<file path="src/pef_pkg.sv">
// Package with register map, field positions and counter limits of the PHY event flags block.
package pef_pkg;
  // Printed offsets are not multiples of four: they are register indices.
  localparam logic [7:0] IDX_PHY_CONTROL  = 8'h11;
  localparam logic [7:0] IDX_STATUS_ONE   = 8'h12;
  localparam logic [7:0] IDX_STATUS_TWO   = 8'h13;
  localparam logic [7:0] IDX_FALSE_CARRIER = 8'h14;
  localparam logic [7:0] IDX_RX_ERROR     = 8'h15;
  localparam int         ADDR_WIDTH       = 10;
  localparam logic [ADDR_WIDTH-1:0] ADDR_PHY_CONTROL   = {IDX_PHY_CONTROL, 2'b00};
  localparam logic [ADDR_WIDTH-1:0] ADDR_STATUS_ONE    = {IDX_STATUS_ONE, 2'b00};
  localparam logic [ADDR_WIDTH-1:0] ADDR_STATUS_TWO    = {IDX_STATUS_TWO, 2'b00};
  localparam logic [ADDR_WIDTH-1:0] ADDR_FALSE_CARRIER = {IDX_FALSE_CARRIER, 2'b00};
  localparam logic [ADDR_WIDTH-1:0] ADDR_RX_ERROR      = {IDX_RX_ERROR, 2'b00};
  // Control register bits.
  localparam int CTL_INT_OUT_SEL = 0;
  localparam int CTL_INT_EN      = 1;
  // Second status register: flags in 14:8, enables in 6:0.
  localparam int FLAG_LSB  = 8;
  localparam int EVT_COUNT = 7;
  localparam int JABBER    = 0;
  // First status register: half-full flags at 9:8, enables at 1:0.
  localparam int HALF_FLAG_LSB = 8;
  localparam logic [7:0]  FC_MAX  = 8'hff;
  localparam logic [7:0]  FC_HALF = 8'h7f;
  localparam logic [15:0] RE_MAX  = 16'hffff;
  localparam logic [15:0] RE_HALF = 16'h7fff;
  localparam logic [1:0]  RESP_OKAY   = 2'b00;
  localparam logic [1:0]  RESP_SLVERR = 2'b10;
endpackage : pef_pkg

</file>
<file path="src/pef_event_flags.sv">
// Event flags, error counters and AXI4-Lite register slave of the PHY interrupt logic.
//
// Functional notes
// - Each event flag latches on its event; all but jabber clear when their register is read.
// - An event raises interrupt only if its own enable bit is set.
// - Interrupts also need global enable and pin-output select, control bits 1 and 0.
// - Flags latch even when their enable is clear; only the output is gated.
// - Autoneg error sets bit 14, enable bit 6, clear on read.
// - Page received sets bit 13, enable bit 5, clear on read.
// - Loopback FIFO overflow or underflow sets bit 12, enable bit 4, clear on read.
// - Crossover change sets bit 11, enable bit 3, clear on read.
// - Sleep event sets bit 10, enable bit 2, clear on read.
// - Polarity change sets bit 9, enable bit 1, clear on read.
// - Jabber sets bit 8, enable bit 0, not cleared by reads.
// - Bits 15 and 7 of second status register ignore writes and read zero.
// - False-carrier counter, 8 bits at 7:0, counts events, clears on read.
// - False-carrier counter saturates at FFh until read.
// - False-carrier count beyond 7Fh raises a half-full event.
// - Receive-error counter counts errors with carrier, data valid and invalid symbol.
// - Receive-error counter does not count in MII loopback.
// - Receive-error counter saturates at FFFFh.
// - Receive-error count beyond 7FFFh raises a half-full event.
// - Reading receive-error counter returns the count and clears it.
// - Pin select set makes shared pin an active-low interrupt, else power-down input.
// - Counter half-full events set clear-on-read flags 9 and 8 of first status register.
`timescale 1ns/10ps
`default_nettype none
module pef_event_flags (
  input  wire logic        clk,
  input  wire logic        srst,
  input  wire logic [9:0]  s_axi_awaddr,
  input  wire logic        s_axi_awvalid,
  output logic             s_axi_awready,
  input  wire logic [31:0] s_axi_wdata,
  input  wire logic [3:0]  s_axi_wstrb,
  input  wire logic        s_axi_wvalid,
  output logic             s_axi_wready,
  output logic [1:0]       s_axi_bresp,
  output logic             s_axi_bvalid,
  input  wire logic        s_axi_bready,
  input  wire logic [9:0]  s_axi_araddr,
  input  wire logic        s_axi_arvalid,
  output logic             s_axi_arready,
  output logic [31:0]      s_axi_rdata,
  output logic [1:0]       s_axi_rresp,
  output logic             s_axi_rvalid,
  input  wire logic        s_axi_rready,
  input  wire logic        autonegErrorEvt,
  input  wire logic        pageReceivedEvt,
  input  wire logic        loopFifoFaultEvt,
  input  wire logic        crossoverChangeEvt,
  input  wire logic        sleepEvt,
  input  wire logic        polarityChangeEvt,
  input  wire logic        jabberEvt,
  input  wire logic        falseCarrierEvt,
  input  wire logic        rxErrorEvt,
  input  wire logic        carrierValid,
  input  wire logic        rxDataValid,
  input  wire logic        invalidSymbol,
  input  wire logic        miiLoopback,
  input  wire logic        irqPowerdownPinIn,
  output logic             irqPowerdownPinOut,
  output logic             irqPowerdownPinOe,
  output logic             powerDownReq
);

  // Pending flags, enables and counters.
  logic [6:0]  eventFlag_reg;
  logic [6:0]  eventEn_reg;
  logic [1:0]  halfFlag_reg;
  logic [1:0]  halfEn_reg;
  logic [1:0]  control_reg;
  logic [7:0]  fcCount_reg;
  logic [15:0] reCount_reg;
  logic        irqActive_reg;
  // Armed copies of the flags: only an event that found its enable set may drive the pin.
  logic [6:0]  eventArm_reg;
  logic [1:0]  halfArm_reg;

  // Bus state.
  logic        awHeld_reg;
  logic [9:0]  awAddr_reg;
  logic        wHeld_reg;
  logic [31:0] wData_reg;
  logic [3:0]  wStrb_reg;
  logic        bValid_reg;
  logic [1:0]  bResp_reg;
  logic        rValid_reg;
  logic [31:0] rData_reg;
  logic [1:0]  rResp_reg;

  // Word-aligned address decode, reused by read and write paths.
  function automatic logic hit(input logic [9:0] addr, input logic [9:0] target);
    hit = (addr == target);
  endfunction : hit

  // Saturating increment used by both counters.
  function automatic logic [15:0] satInc(input logic [15:0] value, input logic [15:0] limit);
    satInc = (value == limit) ? value : value + 16'h0001;
  endfunction : satInc

  // Write path: address and data may arrive in either order.
  wire        wrFire   = awHeld_reg && wHeld_reg && !bValid_reg;
  wire        wrCtl    = wrFire && hit(awAddr_reg, pef_pkg::ADDR_PHY_CONTROL);
  wire        wrOne    = wrFire && hit(awAddr_reg, pef_pkg::ADDR_STATUS_ONE);
  wire        wrTwo    = wrFire && hit(awAddr_reg, pef_pkg::ADDR_STATUS_TWO);
  wire        wrMapped = hit(awAddr_reg, pef_pkg::ADDR_PHY_CONTROL) || hit(awAddr_reg, pef_pkg::ADDR_STATUS_ONE)
                      || hit(awAddr_reg, pef_pkg::ADDR_STATUS_TWO) || hit(awAddr_reg, pef_pkg::ADDR_FALSE_CARRIER)
                      || hit(awAddr_reg, pef_pkg::ADDR_RX_ERROR);

  // Read path: one read at a time, answered the cycle after acceptance.
  wire        rdFire   = s_axi_arvalid && !rValid_reg;
  wire        rdOne    = rdFire && hit(s_axi_araddr, pef_pkg::ADDR_STATUS_ONE);
  wire        rdTwo    = rdFire && hit(s_axi_araddr, pef_pkg::ADDR_STATUS_TWO);
  wire        rdFc     = rdFire && hit(s_axi_araddr, pef_pkg::ADDR_FALSE_CARRIER);
  wire        rdRe     = rdFire && hit(s_axi_araddr, pef_pkg::ADDR_RX_ERROR);
  wire        rdCtl    = rdFire && hit(s_axi_araddr, pef_pkg::ADDR_PHY_CONTROL);
  wire        rdMapped = rdOne || rdTwo || rdFc || rdRe || rdCtl;

  // Readback words; reserved bits tie to zero, so writes to them have no effect.
  wire [15:0] twoWord  = {1'b0, eventFlag_reg, 1'b0, eventEn_reg};
  wire [15:0] oneWord  = {6'h00, halfFlag_reg, 6'h00, halfEn_reg};
  wire [15:0] fcWord   = {8'h00, fcCount_reg};
  wire [15:0] ctlWord  = {14'h0000, control_reg};
  wire [15:0] rdWord   = rdTwo ? twoWord : rdOne ? oneWord : rdFc ? fcWord : rdRe ? reCount_reg :
                         rdCtl ? ctlWord : 16'h0000;

  // Event vector in flag order, bit 6 down to jabber at bit 0.
  wire [6:0]  eventIn  = {autonegErrorEvt, pageReceivedEvt, loopFifoFaultEvt, crossoverChangeEvt,
                          sleepEvt, polarityChangeEvt, jabberEvt};
  // Jabber flag is kept out of the clear-on-read mask.
  wire [6:0]  readClr  = rdTwo ? 7'h7e : 7'h00;
  // Set wins over the clear of the same cycle, so no event is lost to a read.
  wire [6:0]  eventFlagNext = (eventFlag_reg & ~readClr) | eventIn;

  // Counter events and half-full crossings.
  wire        reCountable = rxErrorEvt && carrierValid && rxDataValid && invalidSymbol && !miiLoopback;
  wire [7:0]  fcBase   = rdFc ? 8'h00 : fcCount_reg;
  wire [15:0] reBase   = rdRe ? 16'h0000 : reCount_reg;
  wire [15:0] fcInc    = satInc({8'h00, fcBase}, {8'h00, pef_pkg::FC_MAX});
  wire [7:0]  fcCountNext = falseCarrierEvt ? fcInc[7:0] : fcBase;
  wire [15:0] reCountNext = reCountable ? satInc(reBase, pef_pkg::RE_MAX) : reBase;
  wire        fcHalfEvt = falseCarrierEvt && (fcBase == pef_pkg::FC_HALF);
  wire        reHalfEvt = reCountable && (reBase == pef_pkg::RE_HALF);
  wire [1:0]  halfClr  = rdOne ? 2'b11 : 2'b00;
  wire [1:0]  halfFlagNext = (halfFlag_reg & ~halfClr) | {fcHalfEvt, reHalfEvt};

  // An enable written after its event leaves that event silent; a read disarms together with the flag.
  wire [6:0]  eventArmNext = (eventArm_reg & ~readClr) | (eventIn & eventEn_reg);
  wire [1:0]  halfArmNext  = (halfArm_reg & ~halfClr) | ({fcHalfEvt, reHalfEvt} & halfEn_reg);

  // Interrupt condition: any armed flag whose enable is still set, gated globally.
  wire        pendingEnabled = |(eventArm_reg & eventEn_reg) || |(halfArm_reg & halfEn_reg);
  wire        irqNext  = pendingEnabled && control_reg[pef_pkg::CTL_INT_EN]
                         && control_reg[pef_pkg::CTL_INT_OUT_SEL];

  // Control and enable registers, honouring the low byte strobe only.
  always_ff @(posedge clk) begin
    if (srst) begin
      control_reg <= 2'b00;
      eventEn_reg <= 7'h00;
      halfEn_reg  <= 2'b00;
    end else begin
      if (wrCtl && wStrb_reg[0]) begin
        control_reg <= wData_reg[1:0];
      end
      if (wrTwo && wStrb_reg[0]) begin
        eventEn_reg <= wData_reg[6:0];
      end
      if (wrOne && wStrb_reg[0]) begin
        halfEn_reg <= wData_reg[1:0];
      end
    end
  end

  // Flags, counters and the registered interrupt level.
  always_ff @(posedge clk) begin
    if (srst) begin
      eventFlag_reg <= 7'h00;
      halfFlag_reg  <= 2'b00;
      fcCount_reg   <= 8'h00;
      reCount_reg   <= 16'h0000;
      irqActive_reg <= 1'b0;
      eventArm_reg  <= 7'h00;
      halfArm_reg   <= 2'b00;
    end else begin
      eventFlag_reg <= eventFlagNext;
      halfFlag_reg  <= halfFlagNext;
      fcCount_reg   <= fcCountNext;
      reCount_reg   <= reCountNext;
      irqActive_reg <= irqNext;
      eventArm_reg  <= eventArmNext;
      halfArm_reg   <= halfArmNext;
    end
  end

  // Write channel holding registers; a channel is taken only while its slot is empty.
  always_ff @(posedge clk) begin
    if (srst) begin
      awHeld_reg <= 1'b0;
      awAddr_reg <= 10'h000;
      wHeld_reg  <= 1'b0;
      wData_reg  <= 32'h00000000;
      wStrb_reg  <= 4'h0;
    end else begin
      if (s_axi_awvalid && s_axi_awready) begin
        awHeld_reg <= 1'b1;
        awAddr_reg <= s_axi_awaddr;
      end else if (wrFire) begin
        awHeld_reg <= 1'b0;
      end
      if (s_axi_wvalid && s_axi_wready) begin
        wHeld_reg <= 1'b1;
        wData_reg <= s_axi_wdata;
        wStrb_reg <= s_axi_wstrb;
      end else if (wrFire) begin
        wHeld_reg <= 1'b0;
      end
    end
  end

  // Write response and read data; unmapped addresses answer SLVERR.
  always_ff @(posedge clk) begin
    if (srst) begin
      bValid_reg <= 1'b0;
      bResp_reg  <= pef_pkg::RESP_OKAY;
      rValid_reg <= 1'b0;
      rData_reg  <= 32'h00000000;
      rResp_reg  <= pef_pkg::RESP_OKAY;
    end else begin
      if (wrFire) begin
        bValid_reg <= 1'b1;
        bResp_reg  <= wrMapped ? pef_pkg::RESP_OKAY : pef_pkg::RESP_SLVERR;
      end else if (s_axi_bready) begin
        bValid_reg <= 1'b0;
      end
      if (rdFire) begin
        rValid_reg <= 1'b1;
        rData_reg  <= {16'h0000, rdWord};
        rResp_reg  <= rdMapped ? pef_pkg::RESP_OKAY : pef_pkg::RESP_SLVERR;
      end else if (s_axi_rready) begin
        rValid_reg <= 1'b0;
      end
    end
  end

  // Handshake outputs are combinational from the slot state.
  assign s_axi_awready = !awHeld_reg;
  assign s_axi_wready  = !wHeld_reg;
  assign s_axi_arready = !rValid_reg;
  assign s_axi_bvalid  = bValid_reg;
  assign s_axi_bresp   = bResp_reg;
  assign s_axi_rvalid  = rValid_reg;
  assign s_axi_rdata   = rData_reg;
  assign s_axi_rresp   = rResp_reg;

  // Shared pin: driven low as an interrupt only when selected, otherwise sensed for power-down.
  // While selected as an interrupt output, the pin is driven high when idle so that no external pull-up is needed.
  assign irqPowerdownPinOe  = control_reg[pef_pkg::CTL_INT_OUT_SEL];
  assign irqPowerdownPinOut = !irqActive_reg;
  assign powerDownReq       = !control_reg[pef_pkg::CTL_INT_OUT_SEL] && !irqPowerdownPinIn;

  // Assertions guarding the flag, counter and pin behaviour.
  chk_flag_latch: assert property (@(posedge clk) disable iff (srst)
    autonegErrorEvt |=> eventFlag_reg[6]) else $error("Autoneg flag not latched.");
  chk_jabber_sticky: assert property (@(posedge clk) disable iff (srst)
    eventFlag_reg[0] |=> eventFlag_reg[0]) else $error("Jabber flag cleared.");
  chk_read_clears: assert property (@(posedge clk) disable iff (srst)
    (rdTwo && !pageReceivedEvt) |=> !eventFlag_reg[5]) else $error("Page flag survived read.");
  chk_fc_saturate: assert property (@(posedge clk) disable iff (srst)
    (fcCount_reg == 8'hff && !rdFc) |=> fcCount_reg == 8'hff) else $error("False carrier counter wrapped.");
  chk_re_loopback: assert property (@(posedge clk) disable iff (srst)
    (miiLoopback && !rdRe) |=> $stable(reCount_reg)) else $error("Error counter moved in loopback.");
  chk_re_half: assert property (@(posedge clk) disable iff (srst)
    ($past(reCount_reg) == 16'h7fff && reCount_reg == 16'h8000) |-> halfFlag_reg[0])
    else $error("Half-full flag missed.");
  chk_re_satur: assert property (@(posedge clk) disable iff (srst)
    (reCount_reg == 16'hffff && !rdRe) |=> reCount_reg == 16'hffff) else $error("Error counter wrapped.");
  chk_irq_gate: assert property (@(posedge clk) disable iff (srst)
    !control_reg[pef_pkg::CTL_INT_EN] |=> !irqActive_reg) else $error("Interrupt without global enable.");
  chk_irq_hold: assert property (@(posedge clk) disable iff (srst)
    (eventArm_reg[2] && eventEn_reg[2] && control_reg == 2'b11) |=> irqActive_reg)
    else $error("Interrupt dropped while pending.");
  // While the pin is selected as an interrupt output, an active interrupt level drives it low.
  chk_pin_mode: assert property (@(posedge clk) disable iff (srst)
    (irqActive_reg && control_reg[pef_pkg::CTL_INT_OUT_SEL]) |-> (irqPowerdownPinOe && !irqPowerdownPinOut))
    else $error("Pin not low on interrupt.");

  // A flag that arrived with its enable clear never becomes armed later.
  chk_arm_needs_en: assert property (@(posedge clk) disable iff (srst)
    ((eventArm_reg & ~$past(eventArm_reg) & ~$past(eventEn_reg)) == 7'h00))
    else $error("Event armed without its enable.");
  // The same holds for the counter half-full flags.
  chk_half_arm: assert property (@(posedge clk) disable iff (srst)
    ((halfArm_reg & ~$past(halfArm_reg) & ~$past(halfEn_reg)) == 2'b00))
    else $error("Half-full event armed without its enable.");

  // With nothing armed and enabled the pin releases on the next edge.
  chk_irq_quiet: assert property (@(posedge clk) disable iff (srst)
    ((eventArm_reg & eventEn_reg) == 7'h00 && (halfArm_reg & halfEn_reg) == 2'b00) |=> !irqActive_reg)
    else $error("Interrupt with nothing pending.");

  // Software writes land in the control and enable bits one edge after the commit.
  chk_ctl_write: assert property (@(posedge clk) disable iff (srst)
    (wrCtl && wStrb_reg[0]) |=> (control_reg == $past(wData_reg[1:0])))
    else $error("Control write lost.");
  chk_en_write: assert property (@(posedge clk) disable iff (srst)
    (wrTwo && wStrb_reg[0]) |=> (eventEn_reg == $past(wData_reg[6:0])))
    else $error("Enable write lost.");

  // Without a read no flag may drop, and every event shows up in its flag.
  chk_flags_hold: assert property (@(posedge clk) disable iff (srst)
    !rdTwo |=> ((~eventFlag_reg & $past(eventFlag_reg)) == 7'h00)) else $error("Flag dropped without read.");
  chk_event_sets: assert property (@(posedge clk) disable iff (srst)
    (|eventIn) |=> ((eventFlag_reg & $past(eventIn)) == $past(eventIn))) else $error("Event flag not set.");

  // A read leaves only the jabber flag and whatever fired during the read.
  chk_read_clears_all: assert property (@(posedge clk) disable iff (srst)
    rdTwo |=> (eventFlag_reg[6:1] == $past(eventIn[6:1]))) else $error("Flag survived its read.");
  chk_reserved_zero: assert property (@(posedge clk) disable iff (srst)
    rdTwo |=> (s_axi_rdata[31:15] == 17'h00000 && !s_axi_rdata[7])) else $error("Reserved bit read as one.");

  // False-carrier counter: one per event below the ceiling, zero after a read.
  chk_fc_count: assert property (@(posedge clk) disable iff (srst)
    (falseCarrierEvt && !rdFc && fcCount_reg != pef_pkg::FC_MAX) |=> (fcCount_reg == $past(fcCount_reg) + 8'h01))
    else $error("False carrier count missed an event.");
  chk_fc_clear: assert property (@(posedge clk) disable iff (srst)
    (rdFc && !falseCarrierEvt) |=> (fcCount_reg == 8'h00)) else $error("False carrier count kept after read.");
  chk_fc_data: assert property (@(posedge clk) disable iff (srst)
    rdFc |=> (s_axi_rdata == {24'h000000, $past(fcCount_reg)})) else $error("False carrier readback wrong.");
  chk_fc_half: assert property (@(posedge clk) disable iff (srst)
    (falseCarrierEvt && !rdFc && fcCount_reg == pef_pkg::FC_HALF) |=> halfFlag_reg[1])
    else $error("False carrier half-full missed.");

  // Receive-error counter: only a fully qualified error outside loopback counts.
  chk_re_count: assert property (@(posedge clk) disable iff (srst)
    (rxErrorEvt && carrierValid && rxDataValid && invalidSymbol && !miiLoopback && !rdRe
     && reCount_reg != pef_pkg::RE_MAX) |=> (reCount_reg == $past(reCount_reg) + 16'h0001))
    else $error("Receive error not counted.");
  chk_re_half_set: assert property (@(posedge clk) disable iff (srst)
    (rxErrorEvt && carrierValid && rxDataValid && invalidSymbol && !miiLoopback && !rdRe
     && reCount_reg == pef_pkg::RE_HALF) |=> halfFlag_reg[0])
    else $error("Receive error half-full not raised.");
  chk_re_idle: assert property (@(posedge clk) disable iff (srst)
    (!invalidSymbol && !rdRe) |=> $stable(reCount_reg)) else $error("Receive error counted without bad symbol.");
  chk_re_clear: assert property (@(posedge clk) disable iff (srst)
    (rdRe && !rxErrorEvt) |=> (reCount_reg == 16'h0000)) else $error("Receive error count kept after read.");
  chk_re_data: assert property (@(posedge clk) disable iff (srst)
    rdRe |=> (s_axi_rdata == {16'h0000, $past(reCount_reg)})) else $error("Receive error readback wrong.");

  // Reading the first status register returns the half-full flags and then empties them.
  chk_one_data: assert property (@(posedge clk) disable iff (srst)
    rdOne |=> (s_axi_rdata == {22'h000000, $past(halfFlag_reg), 6'h00, $past(halfEn_reg)}))
    else $error("First status readback wrong.");
  chk_half_clear: assert property (@(posedge clk) disable iff (srst)
    (rdOne && !falseCarrierEvt && !rxErrorEvt) |=> (halfFlag_reg == 2'b00))
    else $error("Half-full flag kept after read.");

  // With the pin handed over as an input, the block never drives it and only senses power-down.
  chk_pin_input: assert property (@(posedge clk) disable iff (srst)
    !control_reg[pef_pkg::CTL_INT_OUT_SEL] |-> (!irqPowerdownPinOe && (powerDownReq == !irqPowerdownPinIn)))
    else $error("Pin driven while used as input.");

  // Answers stand unchanged until the master takes them.
  chk_b_stable: assert property (@(posedge clk) disable iff (srst)
    (s_axi_bvalid && !s_axi_bready) |=> (s_axi_bvalid && $stable(s_axi_bresp)))
    else $error("Write response withdrawn.");
  chk_r_stable: assert property (@(posedge clk) disable iff (srst)
    (s_axi_rvalid && !s_axi_rready) |=> (s_axi_rvalid && $stable(s_axi_rdata)))
    else $error("Read data withdrawn.");

  // Reset empties the flags and quiets both answers and the pin.
  chk_reset_quiet: assert property (@(posedge clk)
    srst |=> (!s_axi_bvalid && !s_axi_rvalid && !irqActive_reg && eventFlag_reg == 7'h00))
    else $error("State survived reset.");

endmodule : pef_event_flags
`default_nettype wire

</file>
<file path="config.mk">
export PLATFORM = sky130hd
export DESIGN_NAME = pef_event_flags
export DESIGN_NICKNAME = d
export VERILOG_FILES = /design/src/pef_pkg.sv /design/src/pef_event_flags.sv
export SDC_FILE = /design/constraint.sdc
export NUM_CORES = 1
export LEC_CHECK = 0
export BUFFER_PORTS_ARGS = -buffer_cell sky130_fd_sc_hd__buf_2
export CAP_MARGIN = 20
export CELL_PAD_IN_SITES_DETAIL_PLACEMENT = 0
export CELL_PAD_IN_SITES_GLOBAL_PLACEMENT = 1
export CORE_MARGIN = 1.5
export CORE_UTILIZATION = 38
export DETAILED_ROUTE_END_ITERATION = 16
export PLACE_DENSITY_LB_ADDON = 0.1
export SYNTH_ARGS = -nofsm -noshare
export SYNTH_HDL_FRONTEND = slang
export SYNTH_SLANG_ARGS = --single-unit
</file>
<file path="constraint.sdc">
create_clock -name clk -period 3 [get_ports clk]
set_clock_uncertainty 0.1 [all_clocks]
set_input_delay 0.45 -clock clk [delete_from_list [all_inputs] [get_ports clk]]
set_output_delay 0.45 -clock clk [all_outputs]
set_load 0.02 [all_outputs]
</file>
# Word-level counts from Yosys, hierarchy flattened
# Cells that the tools add are included.
[classes]
add_sub_neg = 2
n_eq_ne = 14
muxes = 22
bitwise = 14
reduce_logical = 48
[op_table]
columns = ["cell", "count"]
rows = [
  ["$mux 16", 7],
  ["$eq 10x7->1 const B", 10],
  ["$and 7x7->7", 4],
  ["$logic_and 1x1->1", 25],
  ["$mux 8", 3],
  ["$add 16x1->16 const B", 1],
  ["$eq 16x15->1 const B", 1],
  ["$eq 16x16->1 const B", 1],
  ["$or 7x7->7", 2],
  ["$logic_or 1x1->1", 9],
  ["$add 8x1->8 const B", 1],
  ["$and 2x2->2", 4],
  ["$eq 8x7->1 const B", 1],
  ["$eq 8x8->1 const B", 1],
  ["$logic_not 1->1", 8],
  ["$mux 2", 4],
  ["$reduce_bool 2->1", 4],
  ["$mux 1", 7],
  ["$mux 7", 1],
  ["$not 7->7", 1],
  ["$reduce_or 7->1", 1],
  ["$or 2x2->2", 2],
  ["$not 2->2", 1],
  ["$reduce_or 2->1", 1],
]
[totals]
regBits = 96
input_bits = 77
output_inout_bits = 44
wordCells = 120

# Longest topological paths before layout
# Gate-level depths: netlist (run 1).
[logic_depth]
ltp_word = 8
mapped_depth = 9

# Least setup slack after synthesis (run 1)
# OpenSTA, ideal clock, no wires.
[synth_path]
path_kind = "input to register"
startpoint = "input s_axi_araddr[4]"
endpoint = "register fcCount_reg[0]"
setup_time_ns = 0.122
arrival_ns = 2.233
t_required_ns = 2.778
setup_slack_ns = 0.545
stages = 9
path_buffers = 1
path_cell_list = "clkbuf_1 nor3b_1 nand4_1 and2_1 ha_1 nand3_1 nor2_1 and4_1 a311o_1"
[synth_via]
elab_chain_cells = 6
elab_cells_between_ends = 7
[synth_lines]
columns = ["element", "line_no", "source"]
rows = [
  ["from (decl)", "pef_event_flags.sv:41", "input wire logic [9:0] s_axi_araddr,"],
  ["$eq 10x7->1 *", "pef_event_flags.sv:94", "hit = (addr == target);"],
  ["$logic_and 1x1->1 *", "pef_event_flags.sv:115", "wire rdFc = rdFire && hit(s_axi_araddr, pef_pkg::ADDR_FALSE_CARRIER);"],
  ["$mux 8 *", "pef_event_flags.sv:138", "wire [7:0] fcBase = rdFc ? 8'h00 : fcCount_reg;"],
  ["$add 8x1->8 / $eq 8x8->1 (equally long branches)", "pef_event_flags.sv:99", "satInc = (value == limit) ? value : value + 16'h0001;"],
  ["$mux 8", "pef_event_flags.sv:99", ""],
  ["$mux 8 *", "pef_event_flags.sv:141", "wire [7:0] fcCountNext = falseCarrierEvt ? fcInc[7:0] : fcBase;"],
  ["to (signal assigned)", "pef_event_flags.sv:189", "fcCount_reg <= fcCountNext;"],
  ["to (decl)", "pef_event_flags.sv:73", "logic [7:0] fcCount_reg;"],
]
# Every way passes the cells marked *; elsewhere a longest branch is shown, timed or not.
# A chain may end at the register's enable or synchronous reset.

# Worst setup path in the final report (run 1)
[layout_path]
startpoint = "register rValid_reg (netlist: s_axi_rvalid)"
endpoint = "register fcCount_reg[0]"
[layout_via]
elab_chain_cells = 7
elab_cells_between_ends = 8
[layout_lines]
columns = ["element", "line_no", "source"]
rows = [
  ["from (decl)", "pef_event_flags.sv:88", "logic rValid_reg;"],
  ["from (signal assigned)", "pef_event_flags.sv:227", "rValid_reg <= 1'b0;"],
  ["from (signal assigned)", "pef_event_flags.sv:238", "rValid_reg <= 1'b1;"],
  ["from (signal assigned)", "pef_event_flags.sv:242", "rValid_reg <= 1'b0;"],
  ["$logic_not 1->1 *", "pef_event_flags.sv:112", "wire rdFire = s_axi_arvalid && !rValid_reg;"],
  ["$logic_and 1x1->1 *", "pef_event_flags.sv:112", ""],
  ["$logic_and 1x1->1 *", "pef_event_flags.sv:115", ""],
  ["$mux 8 *", "pef_event_flags.sv:138", ""],
  ["$add 8x1->8 / $eq 8x8->1 (equally long branches)", "pef_event_flags.sv:99", ""],
  ["$mux 8", "pef_event_flags.sv:99", ""],
  ["$mux 8 *", "pef_event_flags.sv:141", ""],
]
# Marked as above.

==> results of run 1 <==
worst register-to-register path: stages, from the launching register on:
cell and delay (ns):
dfxtp_1 0.37, nor4b_2 0.34, nand4_1 0.25, and2_1 0.25
ha_1 0.23, nand3_1 0.11, nor2_1 0.09, and4_1 0.23
a311o_1 0.32
cell families (layout without fill, tap and decap cells):
| logic type | Yosys count | count (layout) | share of synthesized area (%) |
|---|---|---|---|
| AO/OA/AOI/OAI | 133 | 133 | 19.84 |
| XOR/XNOR | 2 | 2 | 0.3990 |
| adder cells (fa/ha/maj) | 1 | 1 | 0.2849 |
| buffers and inverters | 57 | 112 | 6.640 |
| flip-flops | 94 | 94 | 42.86 |
| multiplexers | 22 | 22 | 5.272 |
| other | 1 | 18 | 0.08541 |
| AND/OR/NAND/NOR | 198 | 198 | 24.62 |
worst paths after layout:
path / start / cells after the start / slack (ns) / to
setup / recovery: s_axi_rvalid / 8 / 0.60 / fcCount_reg[0]
setup reg to reg: s_axi_rvalid / 8 / 0.60 / fcCount_reg[0]
hold reg to reg: s_axi_rdata[10] / 2 / 0.35 / s_axi_rdata[10]
hold / removal: s_axi_rready / 2 / 0.19 / s_axi_rvalid
per-layer routing:
metal	vias up	share of wire [%]	global-route usage, %
met4	0	1.5	7.778
met2	70	49	30.66
li1	1968	-	-
met1	1832	47	24.37
met5	-	0	0
met3	14	2.9	3.183
through the flow:
stage | util, % | worst slack [ns] | total power (W)
2_1_floorplan | - | 0.5447 | 0.001506
3_3_place_gp | 42.72 | 0.4734 | 0.001576
3_5_place_dp | 42.72 | 0.4088 | 0.001580
4_1_cts | 45.16 | 0.6107 | 0.002660
5_1_grt | 45.16 | 0.4159 | 0.002739
6_report | 45.16 | 0.5989 | 0.002626
where the power goes:
group	switching [W]	leakage [nW]	internal, W
Clock	0.000490	0.132	0.000585
Sequential	0.0000291	0.765	0.00128
Combinational	0.000150	1.06	0.0000864
Yosys cell counts (all sizes together), types with 2 or more instances:
master / count / share of area, %
a311oi: 2 / 0.40
or4: 5 / 0.94
inv: 11 / 0.94
o31ai: 6 / 1.0
nor3b: 4 / 0.68
clkbuf: 26 / 2.3
nor3: 12 / 1.4
o21ai: 30 / 3.4
nor2: 42 / 3.6
and4: 12 / 2.4
dfxtp: 94 / 43
mux2: 9 / 2.3
and3b: 2 / 0.40
nand3: 24 / 2.7
nor2b: 6 / 0.86
a22o: 2 / 0.40
a41oi: 5 / 1.0
a221oi: 10 / 2.0
nor4b: 3 / 0.88
nand2: 47 / 4.0
nor4: 7 / 1.3
nand4b: 3 / 0.60
and3: 2 / 0.28
a21oi: 46 / 5.4
or4b: 2 / 0.63
nand2b: 9 / 1.3
buf: 20 / 3.4
or3: 2 / 0.28
a31oi: 2 / 0.28
nand4: 6 / 0.86
and2: 7 / 1.0
a22oi: 16 / 3.2
mux2i: 13 / 3.0
a211oi: 5 / 0.86
cell type report:
class | instances | area share, %
Sequential cell | 94 | 36.81
Clock inverter | 5 | 0.6608
Inverter | 11 | 0.8076
Clock buffer | 11 | 4.748
Tap cell | 143 | 3.500
Timing Repair Buffer | 85 | 8.860
Multi-Input combinational cell | 374 | 44.62
==> metrics.cfg, run 1 <==
[sta]
layout_min_cycle_time_ns=2.401
hold_viol=0
fin_tns_setup_ns=0
worst_slew_pin_slew_ns=0.8001
rsz0062_at_grt=no
fin_crit_sh_pct=80.04
report.final.slew_viol_count=0
setup_viol=0
slew_headroom_pct=46.17
max_freq_ghz=0.4165
hold_ws_ns=0.1879

[floorplanning]
rows=39
dieHeight_um=110.5
die_w_um=110.5
boundaryPins=121
die_area_um2=12210
core_um2=11320
start_util_pct=38.78

[synthesis]
yosysUniqueCellTypes=59
ys_warn_count=0
async_flop_share_pct=0
syn_inst=508
ys_ff_latch=94
avgSynthCellArea_um2=8.643
netlist_area_um2=4390
synth_edf_count=0
ys.flop_type=dfxtp_1
synth_seq_area_share_pct=42.86

[clock_tree]
cts_tree=done
ctsResizeCount=0
cts_inserted_buffers=9
clk_pin_slew_ns=0.06
h-tree-depth=3
post_cts_buffers=0
root_buffer=clkbuf_16
insertion_delay_ns=0.34
clkSinkCount=94
clock_path_buffers=2
cts_hold_buf=0

[route]
routed_via_density=5.372
detail_route.iter0.violations=258
drt-wirelength-per-cell_um=15.63
detailroute.via_count=3884
drcViolationCount=0
drtPass1Iterations=4
routed_wl_mm=11.30
ant_nets=0

[finish]
drive_above_1_share_pct=21.38
fin_cells=723
final_area_um2=5112
multi_input_area_um2=2281
layout_common_cells=dfxtp_1 (94), buf_2 (74), nand2_1 (47)
area_delta_synth_final_pct=16.44
diodes=0
fill_cells=1172
final_common_cell=dfxtp_1
nets=653
register_area_um2=1882

[global_route]
grt_pass1_vias=3718
overflow=0
antenna_found_initial=0
grt_max_degree=29
grt_pass1_wl_mm=18.43
grtUsageTotal_pct=18.70

[placement]
place_inst=707
dp_hpwl_mm=8.335
gp_congestion=0.8392
io_buffers=74
placed_area_um2=4836

[setup_path]
cp_num_buf_inv=0
critical-path-max-stage-delay_ns=0.37
cp_max_fo=7
crit_path_start_kind=register
cp-end-kind=register
cp_top_family=simple AND/OR/NAND/NOR gates
worstPathRequired_ns=3.13
crit_type=reg -> reg
arrival_ns=2.53
cp_slowest_cell=dfxtp_1
path_cells=nor4b_2 -> nand4_1 -> and2_1 -> ha_1 -> nand3_1 -> nor2_1 -> and4_1 -> a311o_1

[flow_run]
cap_viol_max_count=0

[outcome]
status=finished, final reports clean

[power_and_ir_drop]
cellLeakagePower_nw=1.958
cellPowerDensity_nw_per_um2=513.6
ir_drop_uv=347.4

[hold_path]
hold_path.class=in -> reg

No activity file was read; power rests on OpenSTA's default activity.
==> run 2, diff against run 1 <==
- clock period: 3 -> 2.41 ns (I/O delays scaled with it)
==> metrics.cfg, run 2 (synthesized netlist as in run 1, its figures left out) <==
[clock_tree]
cts_inserted_buffers=9  ; unchanged
root_buffer=clkbuf_16  ; unchanged
ctsResizeCount=0  ; unchanged
clkSinkCount=94  ; unchanged
cts_hold_buf=0  ; unchanged
clock_path_buffers=2  ; unchanged
post_cts_buffers=0  ; unchanged
cts_tree=done  ; unchanged
clk_pin_slew_ns=0.07  ; was 0.06 ns
insertion_delay_ns=0.34  ; about the same
h-tree-depth=3  ; unchanged

[route]
routed_via_density=5.340  ; was 5.372
drt-wirelength-per-cell_um=15.50  ; was 15.63 um
drtPass1Iterations=5  ; was 4
detailroute.via_count=3898  ; was 3,884
drt-met1-wl_mm=5.348  ; was 5.296 mm
top_layer_used=met4  ; unchanged
dr_wl_met3_um=456  ; was 332 um
routed-wl-met2_mm=5.352  ; was 5.506 mm
ant_nets=0  ; unchanged
routed_wl_mm=11.32  ; was 11.30 mm
drcViolationCount=0  ; unchanged
detail_route.iter0.violations=211  ; was 258

[setup_path]
reg2reg_to=s_axi_rdata[9]  ; was fcCount_reg[0]
rrSetupSlack_ns=0.17  ; was 0.60 ns
arrival_ns=2.38  ; was 2.53 ns
path_cells=buf_4 -> or4b_4 -> nor4_2 -> o21ai_0 -> a221oi_1  ; was nor4b_2 -> nand4_1 -> and2_1 -> ha_1 -> nand3_1 -> nor2_1 -> and4_1 -> a311o_1
critical-path-max-stage-delay_ns=0.58  ; was 0.37 ns
cp_top_family=simple AND/OR/NAND/NOR gates  ; unchanged
crit_start=s_axi_rvalid  ; unchanged
crit_path_start_kind=register  ; unchanged
crit_type=reg -> reg  ; unchanged
cp-end-kind=register  ; unchanged
cp_num_buf_inv=1  ; was 0
rr_worst_depth=5  ; was 8
cp_slowest_cell=or4b_4  ; was dfxtp_1
r2r-start=s_axi_rvalid  ; unchanged
worstPathRequired_ns=2.55  ; was 3.13 ns
cp_max_fo=6  ; was 7

[finish]
fill_cells=1160  ; was 1,172
post-route-util_pct=45.92  ; was 45.16%
diodes=0  ; unchanged
final_common_cell=dfxtp_1  ; unchanged
layout_common_cells=dfxtp_1 (94), buf_2 (74), nand2_1 (47)  ; unchanged
drive_above_1_share_pct=22.15  ; was 21.38%
nets=660  ; was 653
fin_cells=730  ; was 723
area_delta_synth_final_pct=18.41  ; was 16.44%

[outcome]
status=finished, final reports clean  ; unchanged

[global_route]
overflow=0  ; unchanged
grt_pass1_wl_mm=18.31  ; was 18.43 mm
grt_pass1_vias=3636  ; was 3,718
grt_max_degree=47  ; was 29
antenna_found_initial=0  ; unchanged
grtUsageTotal_pct=18.64  ; was 18.70%

[floorplanning]
rows=39  ; unchanged
dieHeight_um=110.5  ; unchanged
boundaryPins=121  ; unchanged
core_um2=11320  ; unchanged
die_area_um2=12210  ; unchanged
start_util_pct=38.78  ; unchanged
die_w_um=110.5  ; unchanged

[sta]
setup_ws_ns=0.1669  ; was 0.5989 ns
rsz0062_at_grt=no  ; unchanged
slew_headroom_pct=54.35  ; was 46.17%
fin_crit_sh_pct=93.07  ; was 80.04%
setup_viol=0  ; unchanged
max_freq_ghz=0.4458  ; was 0.4165 GHz
fin_tns_setup_ns=0  ; unchanged
hold_ws_ns=0.09842  ; was 0.1879 ns
layout_min_cycle_time_ns=2.243  ; was 2.401 ns
hold_viol=0  ; unchanged
report.final.slew_viol_count=0  ; unchanged
worst_slew_pin_slew_ns=0.6834  ; was 0.8001 ns

[power_and_ir_drop]
cellPowerDensity_nw_per_um2=649.4  ; was 513.6 nW/um2
ir_drop_uv=401.3  ; was 347.4 uV
cellLeakagePower_nw=2.009  ; was 1.958 nW

[placement]
pre_cts_ws_ns=0.03705  ; was 0.4088 ns
place_inst=714  ; was 707
dp_hpwl_mm=8.384  ; was 8.335 mm
gp_congestion=0.8125  ; was 0.8392
io_buffers=74  ; unchanged

[hold_path]
hold_depth=2  ; unchanged
holdPathEnd=s_axi_rvalid  ; unchanged
hold_path.class=in -> reg  ; unchanged
holdCritStartpoint=s_axi_rready  ; unchanged

[flow_run]
cap_viol_max_count=0  ; unchanged

-- run 2: routing by layer --
layer,up-vias,GRT usage (%)
li1,1976,-
met1,1834,24.78
met2,76,30.37
met3,12,3.897
met4,0,5.812
met5,-,0
-- run 2: area by class of cell --
class / instances / area [um2] / area share [%]
inverter: 11 / 41.29 / 0.7942
sequential: 94 / 1882 / 36.20
clock inverter: 4 / 55.05 / 1.059
clock buffer: 12 / 246.5 / 4.741
timing repair buffer: 92 / 505.5 / 9.723
multi-input combinational: 374 / 2290 / 44.04
tap: 143 / 178.9 / 3.442
-- run 2: metrics by stage --
stage          area, um2  total power [W]
2_1_floorplan       4463         0.001876
3_3_place_gp        4897         0.001970
3_5_place_dp        4897         0.001974
4_1_cts             5199         0.003421
5_1_grt             5199         0.003525
6_report            5199         0.003376
-- run 2: report_power, final --
| part | switching, W | total [W] | internal, W |
|---|---|---|---|
| combinational | 0.000190 | 0.000304 | 0.000113 |
| sequential | 0.0000345 | 0.00163 | 0.00160 |
| clock | 0.000600 | 0.00144 | 0.000839 |
| total | 0.000824 | 0.00338 | 0.00255 |
-- run 2: worst max-delay path by stage --
stage	slack (ns)	end	cells after the start
after global placement	0.07	fcCount_reg[0]	9
final	0.17	s_axi_rdata[9]	5
after detailed placement	0.04	fcCount_reg[0]	9
after global routing	0.06	fcCount_reg[0]	8
after floorplan	0.04	fcCount_reg[0]	8
after CTS	0.17	s_axi_rdata[9]	5
==> run 3, diff against run 2 <==
- PLACE_DENSITY_LB_ADDON: 0.1 -> 0.05
- TNS_END_PERCENT: not set -> 10
==> metrics.cfg, run 3 (synthesized netlist as in run 1, its figures left out) <==
[outcome]
status=finished, final reports clean  ; unchanged

[global_route]
grt_pass1_wl_mm=18.64  ; was 18.31 mm
overflow=0  ; unchanged
grtUsageTotal_pct=18.98  ; was 18.64%
grt_max_degree=51  ; was 47
grt_pass1_vias=3651  ; was 3,636
antenna_found_initial=0  ; unchanged

[clock_tree]
ctsResizeCount=0  ; unchanged
cts_tree=done  ; unchanged
cts_inserted_buffers=9  ; unchanged
h-tree-depth=3  ; unchanged
clock_path_buffers=2  ; unchanged
root_buffer=clkbuf_16  ; unchanged
clkSinkCount=94  ; unchanged
clk_pin_slew_ns=0.07  ; about the same
insertion_delay_ns=0.35  ; was 0.34 ns
cts_hold_buf=0  ; unchanged
post_cts_buffers=0  ; unchanged

[finish]
final_area_um2=5147  ; was 5199 um2
diodes=0  ; unchanged
area_delta_synth_final_pct=17.24  ; was 18.41%
final_common_cell=dfxtp_1  ; unchanged
post-route-util_pct=45.47  ; was 45.92%
drive_above_1_share_pct=22.09  ; was 22.15%
fin_cells=727  ; was 730
layout_common_cells=dfxtp_1 (94), buf_2 (74), nand2_1 (47)  ; unchanged
nets=657  ; was 660

[route]
routed_wl_mm=11.36  ; was 11.32 mm
dr_wl_met3_um=425  ; was 456 um
top_layer_used=met4  ; unchanged
detail_route.iter0.violations=154  ; was 211
drtPass1Iterations=4  ; was 5
routed_via_density=5.396  ; was 5.340
drt-wirelength-per-cell_um=15.62  ; was 15.50 um
detailroute.via_count=3923  ; was 3,898
drt-met1-wl_mm=5.423  ; was 5.348 mm
drcViolationCount=0  ; unchanged
ant_nets=0  ; unchanged
routed-wl-met2_mm=5.341  ; was 5.352 mm

[floorplanning]
die_area_um2=12210  ; unchanged
core_um2=11320  ; unchanged
start_util_pct=38.78  ; unchanged
rows=39  ; unchanged
boundaryPins=121  ; unchanged
dieHeight_um=110.5  ; unchanged
die_w_um=110.5  ; unchanged

[sta]
rsz0062_at_grt=no  ; unchanged
report.final.slew_viol_count=0  ; unchanged
layout_min_cycle_time_ns=2.237  ; was 2.243 ns
slew_headroom_pct=53.43  ; was 54.35%
worst_slew_pin_slew_ns=0.6972  ; was 0.6834 ns
fin_tns_setup_ns=0  ; unchanged
hold_viol=0  ; unchanged
setup_viol=0  ; unchanged
max_freq_ghz=0.4471  ; was 0.4458 GHz
fin_crit_sh_pct=92.80  ; was 93.07%

[power_and_ir_drop]
swShare_pct=26.32  ; was 24.42%
p_seq_share_pct=50.0  ; was 48.4%
cellPowerDensity_nw_per_um2=635.5  ; was 649.4 nW/um2
ir_drop_uv=338.7  ; was 401.3 uV
power.internal_w=0.002410  ; was 0.002552 W
pwr-share-clk_pct=40.9  ; was 42.6%
switching_power_w=0.0008610  ; was 0.0008244 W
cellLeakagePower_nw=1.984  ; was 2.009 nW
comb_power_share_pct=9.1  ; was 9.0%

[setup_path]
crit_type=reg -> reg  ; unchanged
path_cells=nor4b_4 -> nand4_1 -> and2_1 -> ha_1 -> nand3_1 -> nor2_1 -> and4_1 -> a311o_1  ; was buf_4 -> or4b_4 -> nor4_2 -> o21ai_0 -> a221oi_1
worstPathRequired_ns=2.54  ; was 2.55 ns
cp_max_fo=7  ; was 6
critical-path-max-stage-delay_ns=0.38  ; was 0.58 ns
crit_path_start_kind=register  ; unchanged
arrival_ns=2.37  ; was 2.38 ns
cp-end-kind=register  ; unchanged
cp_slowest_cell=dfxtp_1  ; was or4b_4

[placement]
dp_hpwl_mm=8.309  ; was 8.384 mm
place_inst=711  ; was 714
placed_area_um2=4875  ; was 4897 um2
gp_congestion=0.7714  ; was 0.8125
io_buffers=74  ; unchanged

[flow_run]
cap_viol_max_count=0  ; unchanged

[hold_path]
hold_path.class=in -> reg  ; unchanged

[run 3: path summary, 6_finish.rpt]
kind	cells after the start	startpoint	endpoint	slack (ns)
max	8	s_axi_rvalid	fcCount_reg[0]	0.17
min	2	s_axi_rready	s_axi_rvalid	0.10
min reg2reg	2	s_axi_rdata[11]	s_axi_rdata[11]	0.35
max reg2reg	8	s_axi_rvalid	fcCount_reg[0]	0.17
[run 3: power groups by stage]
stage          Sequential [W]  Clock, W  Combinational [W]
6_report              0.00164   0.00134           0.000298
5_1_grt               0.00164   0.00143           0.000333
4_1_cts               0.00163   0.00138           0.000302
3_5_place_dp          0.00167         0           0.000301
3_3_place_gp          0.00167         0           0.000297
2_1_floorplan         0.00167         0           0.000202
[run 3: layout make-up]
type / count / area [um2]
clock buffer: 9 / 225.2
clock inverter: 7 / 47.55
fill: 1150 / 6173
inverter: 11 / 41.29
multi-input combinational: 374 / 2290
sequential: 94 / 1882
tap: 143 / 178.9
timing repair buffer: 89 / 483.0
[run 3: routing by layer]
layer  GRT usage [%]  vias up
met5               0        -
met4           8.632        0
met3           3.403       11
met2           30.04       86
met1           25.22     1843
li1                -     1983
[run 3: metrics by stage]
step	power (W)	setup slack (ns)	hold slack, ns
global route	0.003408	0.02680	0.09759
global placement	0.001967	0.09428	0.3380
detailed placement	0.001972	0.06718	0.3437
CTS	0.003321	0.1715	0.08829
finish	0.003271	0.1734	0.1031
floorplan	0.001876	0.03797	0.3196
[run 3: worst max-delay path, delay by kind of cell (launching register included)]
family          cells  cell delay (ns)
compound gates      1             0.31
fa+ha+maj           1             0.23
simple gates        6             1.09
flops               1             0.38
